## src/rtl/sdoc_pkg.sv

```systemverilog
// Purpose: shared constants of the deserializer output control block
// Assumes: one serial bit cell lasts one reference clock period
// Notes:   frame is start 1, ten data bits lsb first, stop 0
package sdoc_pkg;
   localparam int WORD_W = 10;
   localparam int FRAME_W = 12;
   localparam int PHASE_W = 4;
   localparam logic [3:0] PHASE_FIRST = 4'h0;
   localparam logic [3:0] PHASE_HALF = 4'h6;
   localparam logic [3:0] PHASE_LAST = 4'hB;
   localparam int GOOD_W = 3;
   localparam logic [2:0] LOCK_WORDS = 3'h4;
   localparam int ADDR_W = 8;
   localparam logic [7:0] ADDR_CTRL = 8'h00;
   localparam logic [7:0] ADDR_STATUS = 8'h04;
   localparam logic [7:0] ADDR_IRQ_STAT = 8'h08;
   localparam logic [7:0] ADDR_IRQ_MASK = 8'h0C;
   localparam logic [7:0] ADDR_WORD = 8'h10;
   localparam int CTRL_W = 2;
   localparam int CTRL_SLEEP = 0;
   localparam int CTRL_OFF = 1;
   localparam logic [1:0] CTRL_RESET = 2'h0;
   localparam int IRQ_W = 3;
   localparam int IRQ_LOCK = 0;
   localparam int IRQ_LOST = 1;
   localparam int IRQ_FRAME = 2;
   localparam logic [2:0] IRQ_RESET = 3'h0;
   localparam int PIN_W = 6;
   localparam int PIN_REF = 0;
   localparam int PIN_SP = 1;
   localparam int PIN_SN = 2;
   localparam int PIN_SLEEP = 3;
   localparam int PIN_REN = 4;
   localparam int PIN_EDGE = 5;
   typedef enum logic [1:0] {
      SDOC_OFF,
      SDOC_HUNT,
      SDOC_LOCK
   } sdoc_state_t;
endpackage

```

## src/rtl/sdoc_deserializer.sv

```systemverilog
// Purpose: word alignment, lock and output control of a 10-bit deserializer
// Assumes: all pins arrive asynchronously and pass two flip-flops
// Notes:   output enables stand for the three-state pins
// Operation
// lock indicator goes low once the framing edge is found
// sleep request low stops recovery and floats all outputs
// edge select low strobes on falling, high on rising edge
// user logic captures words with the recovered clock only
// receive enable low floats data and recovered clock
// system supplies the local reference clock that paces recovery
// each word appears on ten data outputs, bit zero to nine
// while unlocked, data and recovered clock stay floating
// one complete ten-bit word per recovered clock period
`timescale 1ns/10ps
module sdoc_deserializer (
   input  wire logic        pclk,
   input  wire logic        presetn,
   input  wire logic        ce,
   input  wire logic        psel,
   input  wire logic        penable,
   input  wire logic        pwrite,
   input  wire logic [7:0]  paddr,
   input  wire logic [31:0] pwdata,
   output logic      [31:0] prdata,
   output logic             pready,
   output logic             pslverr,
   input  wire logic        serial_in_p,
   input  wire logic        serial_in_n,
   input  wire logic        pll_local_reference,
   input  wire logic        sleep_request_n,
   input  wire logic        receive_enable,
   input  wire logic        strobe_edge_select,
   output logic      [9:0]  parallel_word_out,
   output logic             parallel_word_oe,
   output logic             recovered_clk_out,
   output logic             recovered_clk_oe,
   output logic             lock_n_out,
   output logic             lock_n_oe,
   output logic             irq
);
   function automatic logic hit(input logic [7:0] a,
                                input logic [7:0] off);
      hit = (a == off);
   endfunction

   function automatic logic [sdoc_pkg::WORD_W-1:0] frame_word(
      input logic [sdoc_pkg::FRAME_W-1:0] f);
      frame_word = f[sdoc_pkg::WORD_W:1];
   endfunction

   logic [sdoc_pkg::PIN_W-1:0]   pin_s1;
   logic [sdoc_pkg::PIN_W-1:0]   pin_s2;
   logic                         ref_s3;
   sdoc_pkg::sdoc_state_t        state;
   sdoc_pkg::sdoc_state_t        next_state;
   logic [sdoc_pkg::PHASE_W-1:0] phase;
   logic [sdoc_pkg::PHASE_W-1:0] next_phase;
   logic [sdoc_pkg::FRAME_W-1:0] shift;
   logic [sdoc_pkg::FRAME_W-1:0] next_shift;
   logic                         line_bad;
   logic                         next_bad;
   logic [sdoc_pkg::GOOD_W-1:0]  good_cnt;
   logic [sdoc_pkg::WORD_W-1:0]  word_hold;
   logic [sdoc_pkg::WORD_W-1:0]  word_q;
   logic                         rclk_q;
   logic [sdoc_pkg::CTRL_W-1:0]  ctrl;
   logic [sdoc_pkg::IRQ_W-1:0]   irq_stat;
   logic [sdoc_pkg::IRQ_W-1:0]   irq_mask;
   logic [sdoc_pkg::IRQ_W-1:0]   irq_set;
   logic [sdoc_pkg::IRQ_W-1:0]   irq_clr;

   wire ref_s2 = pin_s2[sdoc_pkg::PIN_REF];
   wire sp = pin_s2[sdoc_pkg::PIN_SP];
   wire sn = pin_s2[sdoc_pkg::PIN_SN];
   wire ren = pin_s2[sdoc_pkg::PIN_REN];
   wire edge_rise = pin_s2[sdoc_pkg::PIN_EDGE];

   // sleep gate
   wire powered = pin_s2[sdoc_pkg::PIN_SLEEP] &
                  ~ctrl[sdoc_pkg::CTRL_SLEEP];
   // reference pacing
   // one rising reference edge stands for one bit cell of the pll
   wire bit_tick = powered & ref_s2 & ~ref_s3;
   wire locked = (state == sdoc_pkg::SDOC_LOCK);
   wire hunting = (state == sdoc_pkg::SDOC_HUNT);
   wire frame_end = bit_tick & (phase == sdoc_pkg::PHASE_LAST);
   wire frame_ok = next_shift[0] & ~next_shift[sdoc_pkg::FRAME_W-1]
                   & ~next_bad;
   wire frame_good = frame_end & frame_ok;
   wire frame_fail = frame_end & ~frame_ok;
   wire lock_done = frame_good & hunting &
                    (good_cnt == sdoc_pkg::LOCK_WORDS - 3'h1);
   wire lock_lost = frame_fail & locked;

   // apb decode
   wire setup = psel & ~penable;
   wire access = psel & penable;
   wire hit_ctrl = hit(paddr, sdoc_pkg::ADDR_CTRL);
   wire hit_stat = hit(paddr, sdoc_pkg::ADDR_STATUS);
   wire hit_irqs = hit(paddr, sdoc_pkg::ADDR_IRQ_STAT);
   wire hit_mask = hit(paddr, sdoc_pkg::ADDR_IRQ_MASK);
   wire hit_word = hit(paddr, sdoc_pkg::ADDR_WORD);
   wire mapped = hit_ctrl | hit_stat | hit_irqs | hit_mask | hit_word;
   wire wr_en = access & pwrite & mapped & ce;
   // status, lsb first: locked, hunting, phase tap, powered, enable, edge
   wire phase_tap = (phase[2:0] == 3'h0);
   wire [31:0] status_word = {26'h0000000, edge_rise, ren, powered,
                              phase_tap, hunting, locked};
   wire [31:0] rd_mux =
      hit_ctrl ? {30'h00000000, ctrl} :
      hit_stat ? status_word :
      hit_irqs ? {29'h00000000, irq_stat} :
      hit_mask ? {29'h00000000, irq_mask} :
      hit_word ? {22'h000000, word_hold} : 32'h00000000;

   // registers answer at once, so the bus never waits
   assign pready = 1'b1;
   assign pslverr = access & ~mapped;

   // a line with both legs equal cannot carry a bit
   assign next_shift = {sp, shift[sdoc_pkg::FRAME_W-1:1]};
   assign next_bad = line_bad | (sp == sn);

   always_comb begin
      next_phase = phase;
      if (phase == sdoc_pkg::PHASE_LAST) begin
         // slip one bit per failed frame while searching
         if (hunting & ~frame_ok) begin
            next_phase = phase;
         end else begin
            next_phase = sdoc_pkg::PHASE_FIRST;
         end
      end else begin
         next_phase = phase + 4'h1;
      end
   end

   always_comb begin
      next_state = state;
      case (state)
         sdoc_pkg::SDOC_OFF: begin
            next_state = sdoc_pkg::SDOC_HUNT;
         end
         sdoc_pkg::SDOC_HUNT: begin
            if (lock_done) begin
               next_state = sdoc_pkg::SDOC_LOCK;
            end
         end
         sdoc_pkg::SDOC_LOCK: begin
            if (lock_lost) begin
               next_state = sdoc_pkg::SDOC_HUNT;
            end
         end
         default: begin
            next_state = sdoc_pkg::SDOC_OFF;
         end
      endcase
      if (!powered) begin
         next_state = sdoc_pkg::SDOC_OFF;
      end
   end

   assign irq_set = {frame_fail, lock_lost, lock_done};
   // write one to clear
   assign irq_clr = (wr_en & hit_irqs) ?
                    pwdata[sdoc_pkg::IRQ_W-1:0] : 3'h0;

   // one shared two-stage synchroniser keeps each bit beside its edge
   always_ff @(posedge pclk or negedge presetn) begin
      if (!presetn) begin
         pin_s1 <= 6'h00;
         pin_s2 <= 6'h00;
         ref_s3 <= 1'b0;
      end else if (ce) begin
         pin_s1 <= {strobe_edge_select, receive_enable, sleep_request_n,
                    serial_in_n, serial_in_p, pll_local_reference};
         pin_s2 <= pin_s1;
         ref_s3 <= ref_s2;
      end
   end

   // lock search
   // limitation: the blind search takes any 0-then-1 pair as a frame
   // edge, so words with a 0-to-1 step inside can lock off by bits;
   // a link that sends such words must first send plain sync words
   always_ff @(posedge pclk or negedge presetn) begin
      if (!presetn) begin
         state <= sdoc_pkg::SDOC_OFF;
      end else if (ce) begin
         state <= next_state;
      end
   end

   always_ff @(posedge pclk or negedge presetn) begin
      if (!presetn) begin
         // park on the last phase so the search tests the first bit
         phase <= sdoc_pkg::PHASE_LAST;
         shift <= 12'h000;
         line_bad <= 1'b0;
      end else if (ce) begin
         if (!powered) begin
            phase <= sdoc_pkg::PHASE_LAST;
            line_bad <= 1'b0;
         end else if (bit_tick) begin
            phase <= next_phase;
            shift <= next_shift;
            line_bad <= frame_end ? 1'b0 : next_bad;
         end
      end
   end

   always_ff @(posedge pclk or negedge presetn) begin
      if (!presetn) begin
         good_cnt <= 3'h0;
      end else if (ce) begin
         // only an unbroken run of good frames counts toward lock
         if (!powered | frame_fail) begin
            good_cnt <= 3'h0;
         end else if (frame_good & ~lock_done & hunting) begin
            good_cnt <= good_cnt + 3'h1;
         end else if (lock_done) begin
            good_cnt <= 3'h0;
         end
      end
   end

   // one word per recovered period
   always_ff @(posedge pclk or negedge presetn) begin
      if (!presetn) begin
         word_hold <= 10'h000;
         rclk_q <= 1'b0;
      end else if (ce) begin
         if (frame_good) begin
            word_hold <= frame_word(next_shift);
         end
         // high over the first half of the frame, low over the second
         if (bit_tick) begin
            rclk_q <= (next_phase < sdoc_pkg::PHASE_HALF);
         end
      end
   end

   // data changes on the edge opposite the strobe
   always_ff @(posedge pclk or negedge presetn) begin
      if (!presetn) begin
         word_q <= 10'h000;
      end else if (ce) begin
         if (frame_good & ~edge_rise) begin
            word_q <= frame_word(next_shift);
         end else if (bit_tick & edge_rise &
                      next_phase == sdoc_pkg::PHASE_HALF) begin
            word_q <= word_hold;
         end
      end
   end

   // bit i on output i
   assign parallel_word_out = word_q;
   assign recovered_clk_out = rclk_q;
   // float unless enabled and locked
   assign parallel_word_oe = powered & ren & locked &
                             ~ctrl[sdoc_pkg::CTRL_OFF];
   assign recovered_clk_oe = parallel_word_oe;
   // active-low lock, floating in sleep
   // the state leaves lock one edge after sleep; gating keeps the pin
   // from reading locked while it floats
   assign lock_n_out = ~(locked & powered);
   assign lock_n_oe = powered;

   always_ff @(posedge pclk or negedge presetn) begin
      if (!presetn) begin
         ctrl <= sdoc_pkg::CTRL_RESET;
      end else if (wr_en & hit_ctrl) begin
         ctrl <= pwdata[sdoc_pkg::CTRL_W-1:0];
      end
   end

   always_ff @(posedge pclk or negedge presetn) begin
      if (!presetn) begin
         irq_mask <= sdoc_pkg::IRQ_RESET;
      end else if (wr_en & hit_mask) begin
         irq_mask <= pwdata[sdoc_pkg::IRQ_W-1:0];
      end
   end

   // a new event beats a clear in the same cycle
   always_ff @(posedge pclk or negedge presetn) begin
      if (!presetn) begin
         irq_stat <= sdoc_pkg::IRQ_RESET;
      end else if (ce) begin
         irq_stat <= (irq_stat & ~irq_clr) | irq_set;
      end
   end

   // read data is taken in the setup cycle and stands through access
   always_ff @(posedge pclk or negedge presetn) begin
      if (!presetn) begin
         prdata <= 32'h00000000;
      end else if (ce & setup) begin
         prdata <= rd_mux;
      end
   end

   assign irq = |(irq_stat & irq_mask);
endmodule

```

## config.mk

```make
export PLATFORM = sky130hd
export DESIGN_NAME = sdoc_deserializer
export DESIGN_NICKNAME = d
export VERILOG_FILES = /design/src/rtl/sdoc_pkg.sv /design/src/rtl/sdoc_deserializer.sv
export SDC_FILE = /design/constraint.sdc
export NUM_CORES = 1
export LEC_CHECK = 0
export BUFFER_PORTS_ARGS = -buffer_cell sky130_fd_sc_hd__buf_2
export CAP_MARGIN = 25
export CORE_UTILIZATION = 47
export CTS_CLUSTER_DIAMETER = 60
export DETAILED_ROUTE_END_ITERATION = 8
export GPL_TIMING_DRIVEN = 0
export PLACE_DENSITY_LB_ADDON = 0.15
export SETUP_SLACK_MARGIN = 0.2
export SLEW_MARGIN = 20
export SYNTH_ARGS = -nofsm -noshare
export SYNTH_HDL_FRONTEND = slang
export SYNTH_SLANG_ARGS = --single-unit
```

## constraint.sdc

```tcl
create_clock -name pclk -period 3 [get_ports pclk]
set_input_delay 0.3 -clock pclk [delete_from_list [all_inputs] [get_ports pclk]]
set_output_delay 0.3 -clock pclk [all_outputs]
set_load 0.005 [all_outputs]
```

==> key figures, run 1 <==
STA
  • Final setup skew: 0.01049 ns
  • Slew Limit Fails: 0
  • Max transition margin: 60.18%
  • Setup total negative slack: 0 ns
  • RSZ-0062 raised after global routing: no
  • Tmin final: 2.351 ns
  • Measured slew at the worst slew-check pin: 0.5972 ns
  • # setup viols final: 0
  • Final hold violation count: 0
  • Fmax: 0.4254 GHz
  • Final setup margin: 0.6490 ns
  • Final period util: 78.37%

Power and ir drop
  • Pleak: 0.002142 uW
  • Power Total: 2474 uW
  • Power Density: 573.7 nW/um2
  • Peak supply drop: 328.9 uV

Floorplan
  • Die Wd: 89.46 um
  • # rows: 31
  • Core area: 7331 um2
  • Die area: 8002 um2
  • Chip height: 89.46 um
  • # IOs: 102
  • Starting Density: 49.04%

Worst setup path
  • WS Path Type: flop to flop
  • Number of buffers and inverters on the critical path: 1
  • CP Launch Type: flop
  • Setup slack, reg-to-reg: 0.65 ns
  • Reg2Reg Launch Point: phase[0]
  • Required @ worst endpoint: 3.23 ns
  • Cell count of the worst reg-to-reg path: 7
  • CP max stage delay: 0.58 ns
  • R2r endpoint: parallel_word_out[2]
  • CP max stage cell: dfstp_2
  • Worst Setup End Kind: flop
  • CP top delay family: simple AND/OR/NAND/NOR gates
  • Worst-path cell chain: ha_1 > or3b_1 > a21boi_2 > nand3_2 > or2_0 > buf_2 > o221a_1
  • CP arrival: 2.58 ns
  • Critical Path Fanout Max: 7
  • Levels on crit path: 7

Logic synthesis
  • Simple-gate portion of the synthesized area: 16.43%
  • Post-synthesis register bit count: 73
  • Mux contribution to synthesized area: 9.955%
  • Ys Warns: 0
  • Leading area contributor after synthesis: dfrtp_1
  • Distinct cell type count after synthesis: 59
  • Syn_area_per_cell: 10.86 um2
  • Post-Synth Adder-Cell Area: 1.392%
  • Post-synth EDFFs: 0
  • FFs w/ async S/R, synth: 100.0%
  • Post-synthesis sequential area ratio: 50.92%
  • Largest family of logic cells by synthesized area: simple AND/OR/NAND/NOR gates
  • Mapped Area: 3595 um2
  • XOR/XNOR Fraction of Synth Area: 0.4873%
  • Top FF cell, synth: dfrtp_1
  • Top cells by area, synth: dfrtp_1 (49%), mux2_2 (8.8%), nand2_1 (6.2%)
  • Compound-Gate Fraction of Synth Area: 13.19%
  • Cell count after synthesis: 331
  • Area share of the largest cell type after synthesis: 48.73%

Layout
  • Final core occ: 58.83%
  • Reg area: 1831 um2
  • Fillers: 647
  • P&R area growth vs syn: 19.98%
  • Share of cells above drive strength 1: 32.78%
  • Final Net Count: 469
  • Antenna cells: 0
  • Multi-input gate area: 1577 um2
  • Post-route cell area: 4313 um2

Detailed routing
  • First-iteration detailed-routing DRC count: 163
  • DRT Pass-1 Iters: 4
  • Total Wirelength: 7445 um
  • WL/cell: 14.40 um
  • Remaining antenna violation count after routing: 0
  • DR vias: 2673
  • Routed vias/inst: 5.170
  • Residual DRC: 0

Placement
  • Number of port buffers: 48
  • DP Area: 4060 um2
  • Hpwl dp: 5495 um
  • Placer Congestion: 0.8242
  • Dpl ws: 0.6580 ns

Clock tree
  • Worst-Skew Late Latency: 0.35 ns
  • CTS Buf Count: 9
  • Reg clk slew, reported paths: 0.08 ns
  • CTS root buf: clkbuf_8
  • H-tree Lvls: 3
  • Clock Sinks: 73
  • CTS Buffer Depth: 2
  • TritonCTS clock tree: done

Global routing
  • Gr usage total: 20.94%
  • Largest net degree at the start of global routing: 42
  • Aggregate global routing overflow: 0
  • Global-route wire length before repair: 12250 um
  • Number of global-route vias before repair: 2471
  • Initial antenna violation count: 0

Worst hold path
  • Hold-critical path depth: 2
  • Worst min path class: primary input to flop
  • Min-Delay Startpoint: strobe_edge_select
  • Worst Hold Endpoint: pin_s1[5]

Outcome
  • Status: completed

Job
  • Max-Cap Viols: 0
-- registers in the layout, indices dropped and copies added (netlist names) --
name               flops
shift                 11
parallel_word_out     10
prdata                10
word_hold             10
pin_s1                 6
pin_s2                 6
phase                  4
good_cnt               3
irq_mask               3
irq_stat               3
ctrl                   2
state                  2
line_bad               1
recovered_clk_out      1
ref_s3                 1
-- Yosys cell counts, types with 2 or more instances --
cell      instances
nor2_1            5
mux2_2           28
a21oi_1           3
nand2_1          59
a21o_1            3
buf_2             3
o31ai_1           5
a22o_1            6
dfrtp_1          70
clkbuf_1          9
o221a_2           3
or3_1            12
or2_2             3
inv_1             7
dfstp_2           3
o221a_1           6
mux2i_1           2
buf_4            25
and2_1            2
a211oi_1          2
o21ai_0          13
a31oi_1           3
nand3b_1          2
conb_1            2
nor3_1            5
ha_1              4
xnor2_1           2
nor2b_1           7
a22oi_1           5
nand2b_1          3
-- cells by family (layout without fill, tap and decap cells) --
logic type,after synthesis,count (layout)
and+or+nand+nor,113,113
xor gates and xnor gates,2,2
DFF,73,73
AOI/OAI and AO/OA,61,61
other,2,23
buffers and inverters,45,111
adders and majority gates,4,4
muxes,31,31
-- layout make-up --
type	instances	share of cell area [%]
Clock buffer	10	2.959
Buffer	38	5.570
Tap cell	99	2.872
Multi-Input combinational cell	234	36.55
Clock inverter	6	2.669
Timing Repair Buffer	50	6.324
Inverter	7	0.6092
Sequential cell	73	42.44
-- stage by stage --
| stage | hold slack [ns] | cells |
|---|---|---|
| finish | 0.1837 | 517 |
| CTS | 0.1746 | 517 |
| global placement | 0.4576 | 499 |
| detailed placement | 0.2764 | 500 |
| floorplan | 0.004409 | 352 |
| global route | 0.1820 | 517 |
-- worst reg2reg max path, delay by kind of cell (launching register included) --
family	cells	cell delay [ns]
AND/OR/NAND/NOR	3	0.79
AO/OA/AOI/OAI	2	0.45
flip-flops	1	0.58
buffers and inverters	1	0.17
adder cells (fa/ha/maj)	1	0.24
-- metal layers --
metal | up-vias | share of wire (%) | track usage [%]
met5 | - | 0 | 0
met3 | 15 | 3.9 | 3.693
met2 | 74 | 46 | 32.89
met1 | 1281 | 48 | 28.30
met4 | 0 | 2.5 | 9.812
li1 | 1303 | - | -
-- how the worst max path moves through the flow --
stage,start,endpoint
floorplan,phase[0],parallel_word_out[1]
global placement,phase[0],parallel_word_out[3]
detailed placement,phase[0],parallel_word_out[1]
CTS,phase[0],parallel_word_out[2]
global route,phase[0],parallel_word_out[7]
finish,phase[0],parallel_word_out[2]
-- layout by cell type (no fill, tap or decap), types with 3 or more instances in the layout --
master     instances
nor3_1             5
conb_1            23
or2_2              3
nand2_1           59
o221a_1            6
mux2_2            28
ha_1               4
buf_4             26
a21oi_1            3
o21ai_0           13
a21o_1             3
o31ai_1            5
bufinv_16          3
dfrtp_1           70
dfstp_2            3
clkbuf_8           9
a22oi_1            5
or3_1             12
o221a_2            3
buf_2             50
nor2_1             5
a31oi_1            3
nand2b_1           3
nor2b_1            7
clkbuf_1          10
a22o_1             6
inv_1              7
-- power by group --
group / internal, uW / total [uW] / leakage (uW) / switching (uW)
clock: 557 / 924 / 0.000117 / 368
combinational: 171 / 371 / 0.00106 / 200
sequential: 1090 / 1180 / 0.000969 / 93.1
total: 1810 / 2470 / 0.00214 / 660
-- timing repair --
| action | 4_1_cts | 5_1_grt |
|---|---|---|
| hold buffers | 1 | 0 |
| endpoints found under the hold margin | 32 | 0 |
| setup buffers | 0 | 0 |
| gates resized for setup | 0 | 0 |
(Power assumes the default switching activity.)
==> run 2, diff against run 1 <==
- ABC_AREA: unset -> 1
- clock period: 3 -> 2.02 ns (I/O delays scaled with it)
==> run 2 against run 1 <==
  * Routed wire length is 15% higher
  * Worst setup slack worse by 0.54 ns
  * Combinational power is 110% higher
  * Cell area is 6.8% higher
  * Critical path depth is 5 higher
==> key figures, run 2 <==
Detailed routing
  • DRT Pass-1 Iters: 4 (unchanged)
  • First-iteration detailed-routing DRC count: 178 (+9.2%)
  • Total Wirelength: 8592 um (+15%)
  • Routed vias/inst: 4.863 (-5.9%)
  • Residual DRC: 0 (unchanged)
  • DR vias: 3258 (+22%)
  • WL/cell: 12.82 um (-11%)
  • Remaining antenna violation count after routing: 0 (unchanged)

Worst setup path
  • CP arrival: 2.21 ns (-0.37 ns)
  • Worst Setup End Kind: flop
  • Required @ worst endpoint: 2.32 ns (-0.91 ns)
  • Critical Path Fanout Max: 5 (-2)
  • WS Path Type: flop to flop
  • CP Launch Type: flop
  • Setup slack, reg-to-reg: 0.11 ns (-0.54 ns)

Logic synthesis
  • Synth cell count leaders: nand2_1 (149), dfrtp_1 (70), inv_1 (55), o21ai_0 (44), buf_4 (24)
  • Cell count after synthesis: 471 (+42%)
  • Distinct cell type count after synthesis: 36 (-39%)
  • Most instantiated library cell after synthesis: nand2_1
  • Ys Warns: 0 (unchanged)
  • FFs w/ async S/R, synth: 100.0% (unchanged)
  • Top cells by area, synth: dfrtp_1 (47%), nand2_1 (15%), o21ai_0 (5.9%)
  • Leading area contributor after synthesis: dfrtp_1
  • Post-synthesis sequential area ratio: 48.85% (-2.1 points)
  • Syn_area_per_cell: 7.956 um2 (-27%)
  • Top FF cell, synth: dfrtp_1
  • Mapped Area: 3747 um2 (+4.2%)
  • Area share of the largest cell type after synthesis: 46.74% (-2.0 points)
  • Post-synth EDFFs: 0 (unchanged)
  • Post-synthesis register bit count: 73 (unchanged)

Placement
  • Number of port buffers: 49 (+2.1%)
  • Placer Congestion: 0.8367 (+1.5%)
  • DP Area: 4222 um2 (+4.0%)
  • Hpwl dp: 6067 um (+10%)
  • Placed Cells: 644 (+29%)

Layout
  • Final core occ: 59.62% (+0.79 points)
  • Final Net Count: 619 (+32%)
  • Antenna cells: 0 (unchanged)
  • Share of cells above drive strength 1: 26.23% (-6.5 points)
  • Final Non-Filler Cells: 670 (+30%)
  • Number of flip-flops in the largest register: 11 (unchanged)
  • Post-route cell area: 4607 um2 (+6.8%)
  • Largest Register: shift
  • Most common cell after layout, fill and taps aside: nand2_1
  • P&R area growth vs syn: 22.94%
  • Most frequent cells in the layout: nand2_1 (144), dfrtp_1 (70), inv_1 (54)

Power and ir drop
  • Power Total: 3781 uW (+53%)
  • Peak supply drop: 490.3 uV (+49%)
  • Pleak: 0.002504 uW (+17%)
  • Power Density: 820.8 nW/um2 (+43%)

STA
  • Tmin final: 1.908 ns (-0.4429 ns)
  • Slew Limit Fails: 0 (unchanged)
  • Fmax: 0.5241 GHz (+23%)
  • Final period util: 94.46% (+16 points)
  • Max transition margin: 63.70% (+3.5 points)
  • Measured slew at the worst slew-check pin: 0.5389 ns (-0.05838 ns)
  • Setup total negative slack: 0 ns (unchanged)
  • Final hold violation count: 0 (unchanged)
  • Final setup skew: 0.01290 ns (+0.002415 ns)
  • # setup viols final: 0 (unchanged)
  • RSZ-0062 raised after global routing: yes

Clock tree
  • Clock Sinks: 73 (unchanged)
  • H-tree Lvls: 3 (unchanged)
  • CTS Buffer Depth: 2 (unchanged)
  • TritonCTS clock tree: done
  • Reg clk slew, reported paths: 0.09 ns (about the same)
  • CTS root buf: clkbuf_8
  • Worst-Skew Late Latency: 0.36 ns (about the same)
  • CTS Buf Count: 9 (unchanged)

Worst hold path
  • Worst min path class: primary input to flop

Floorplan
  • # IOs: 102 (unchanged)
  • Die Wd: 91.29 um (+2.1%)
  • Core area: 7727 um2 (+5.4%)
  • Die area: 8334 um2 (+4.1%)
  • Starting Density: 48.49% (-0.54 points)
  • Chip height: 91.29 um (+2.1%)
  • # rows: 32 (+3.2%)

Global routing
  • Initial antenna violation count: 0 (unchanged)
  • Aggregate global routing overflow: 0 (unchanged)
  • Gr usage total: 21.87% (+0.93 points)
  • Largest net degree at the start of global routing: 42 (unchanged)
  • Number of global-route vias before repair: 3115 (+26%)
  • Global-route wire length before repair: 14190 um (+16%)

Outcome
  • Status: completed

Job
  • Max-Cap Viols: 0 (unchanged)
## run 2: cell type report
type / count / area [um2]
repair buffers: 59 / 335.3
multi-input cells: 324 / 1625
inverters: 60 / 225.2
clock inverters: 7 / 77.57
flip-flops and latches: 73 / 1831
well taps: 102 / 127.6
fillers: 755 / 3120
clock buffers: 9 / 123.9
plain buffers: 36 / 261.5
## run 2: through the flow
step | hold WS, ns | worst slack [ns]
floorplan | -0.09359 | 0.2817
global placement | 0.4029 | 0.02761
detailed placement | 0.1720 | 0.008317
CTS | 0.03271 | 0.2021
global route | 0.03722 | 0.01276
finish | 0.03742 | 0.1119
## run 2: where the power goes
group,internal (uW),switching [uW]
clock,581,599
sequential,1680,133
combinational,292,495
## run 2: routing by layer
metal | vias to the layer above | track usage, % | wire (um)
met2 | 107 | 35.23 | 3988
met5 | - | 0 | 0
met3 | 17 | 3.434 | 496
met1 | 1507 | 28.83 | 3895
li1 | 1627 | - | -
met4 | 0 | 10.71 | 212
## run 2: worst max-delay path: stages (launching register included)
cell and delay, ns:
dfstp_2 0.60, ha_4 0.18, nand3_4 0.10, nor2_4 0.15, nand3_2 0.07, nand2_2 0.08, inv_2 0.05, nor2_4 0.11
nand2_2 0.08, nand2_4 0.13, buf_6 0.13, nand3_1 0.08, nand2_1 0.09
## run 2: what timing repair did
| action | 4_1_cts | 5_1_grt |
|---|---|---|
| endpoints found under the hold margin | 30 | 0 |
| hold buffers | 1 | 0 |
| setup endpoints to repair | 23 | 33 |
| resized for setup | 14 | 28 |
| buffers inserted | 4 | 2 |
| pin swaps | 4 | 7 |
| cloned | 1 | 2 |
## run 2: logic make-up after synthesis
family | count (synthesis) | share of synthesized area (%)
AO/OA/AOI/OAI | 76 | 10.58
XOR/XNOR | 1 | 0.2338
flip-flops | 73 | 48.85
AND/OR/NAND/NOR | 219 | 26.21
buffers and inverters | 96 | 12.59
adder cells (fa/ha/maj) | 4 | 1.336
other | 2 | 0.2004
## run 2: final timing paths
| kind | from | endpoint | cells past startpoint |
|---|---|---|---|
| worst max-delay path | phase[0] | parallel_word_out[0] | 12 |
| worst min-delay path | receive_enable | pin_s1[4] | 3 |
| worst max register to register | phase[0] | parallel_word_out[0] | 12 |
| worst min register to register | parallel_word_out[8] | parallel_word_out[8] | 2 |
| max in group asynchronous | presetn | phase[0] | 3 |
| min in group asynchronous | presetn | parallel_word_out[2] | 2 |
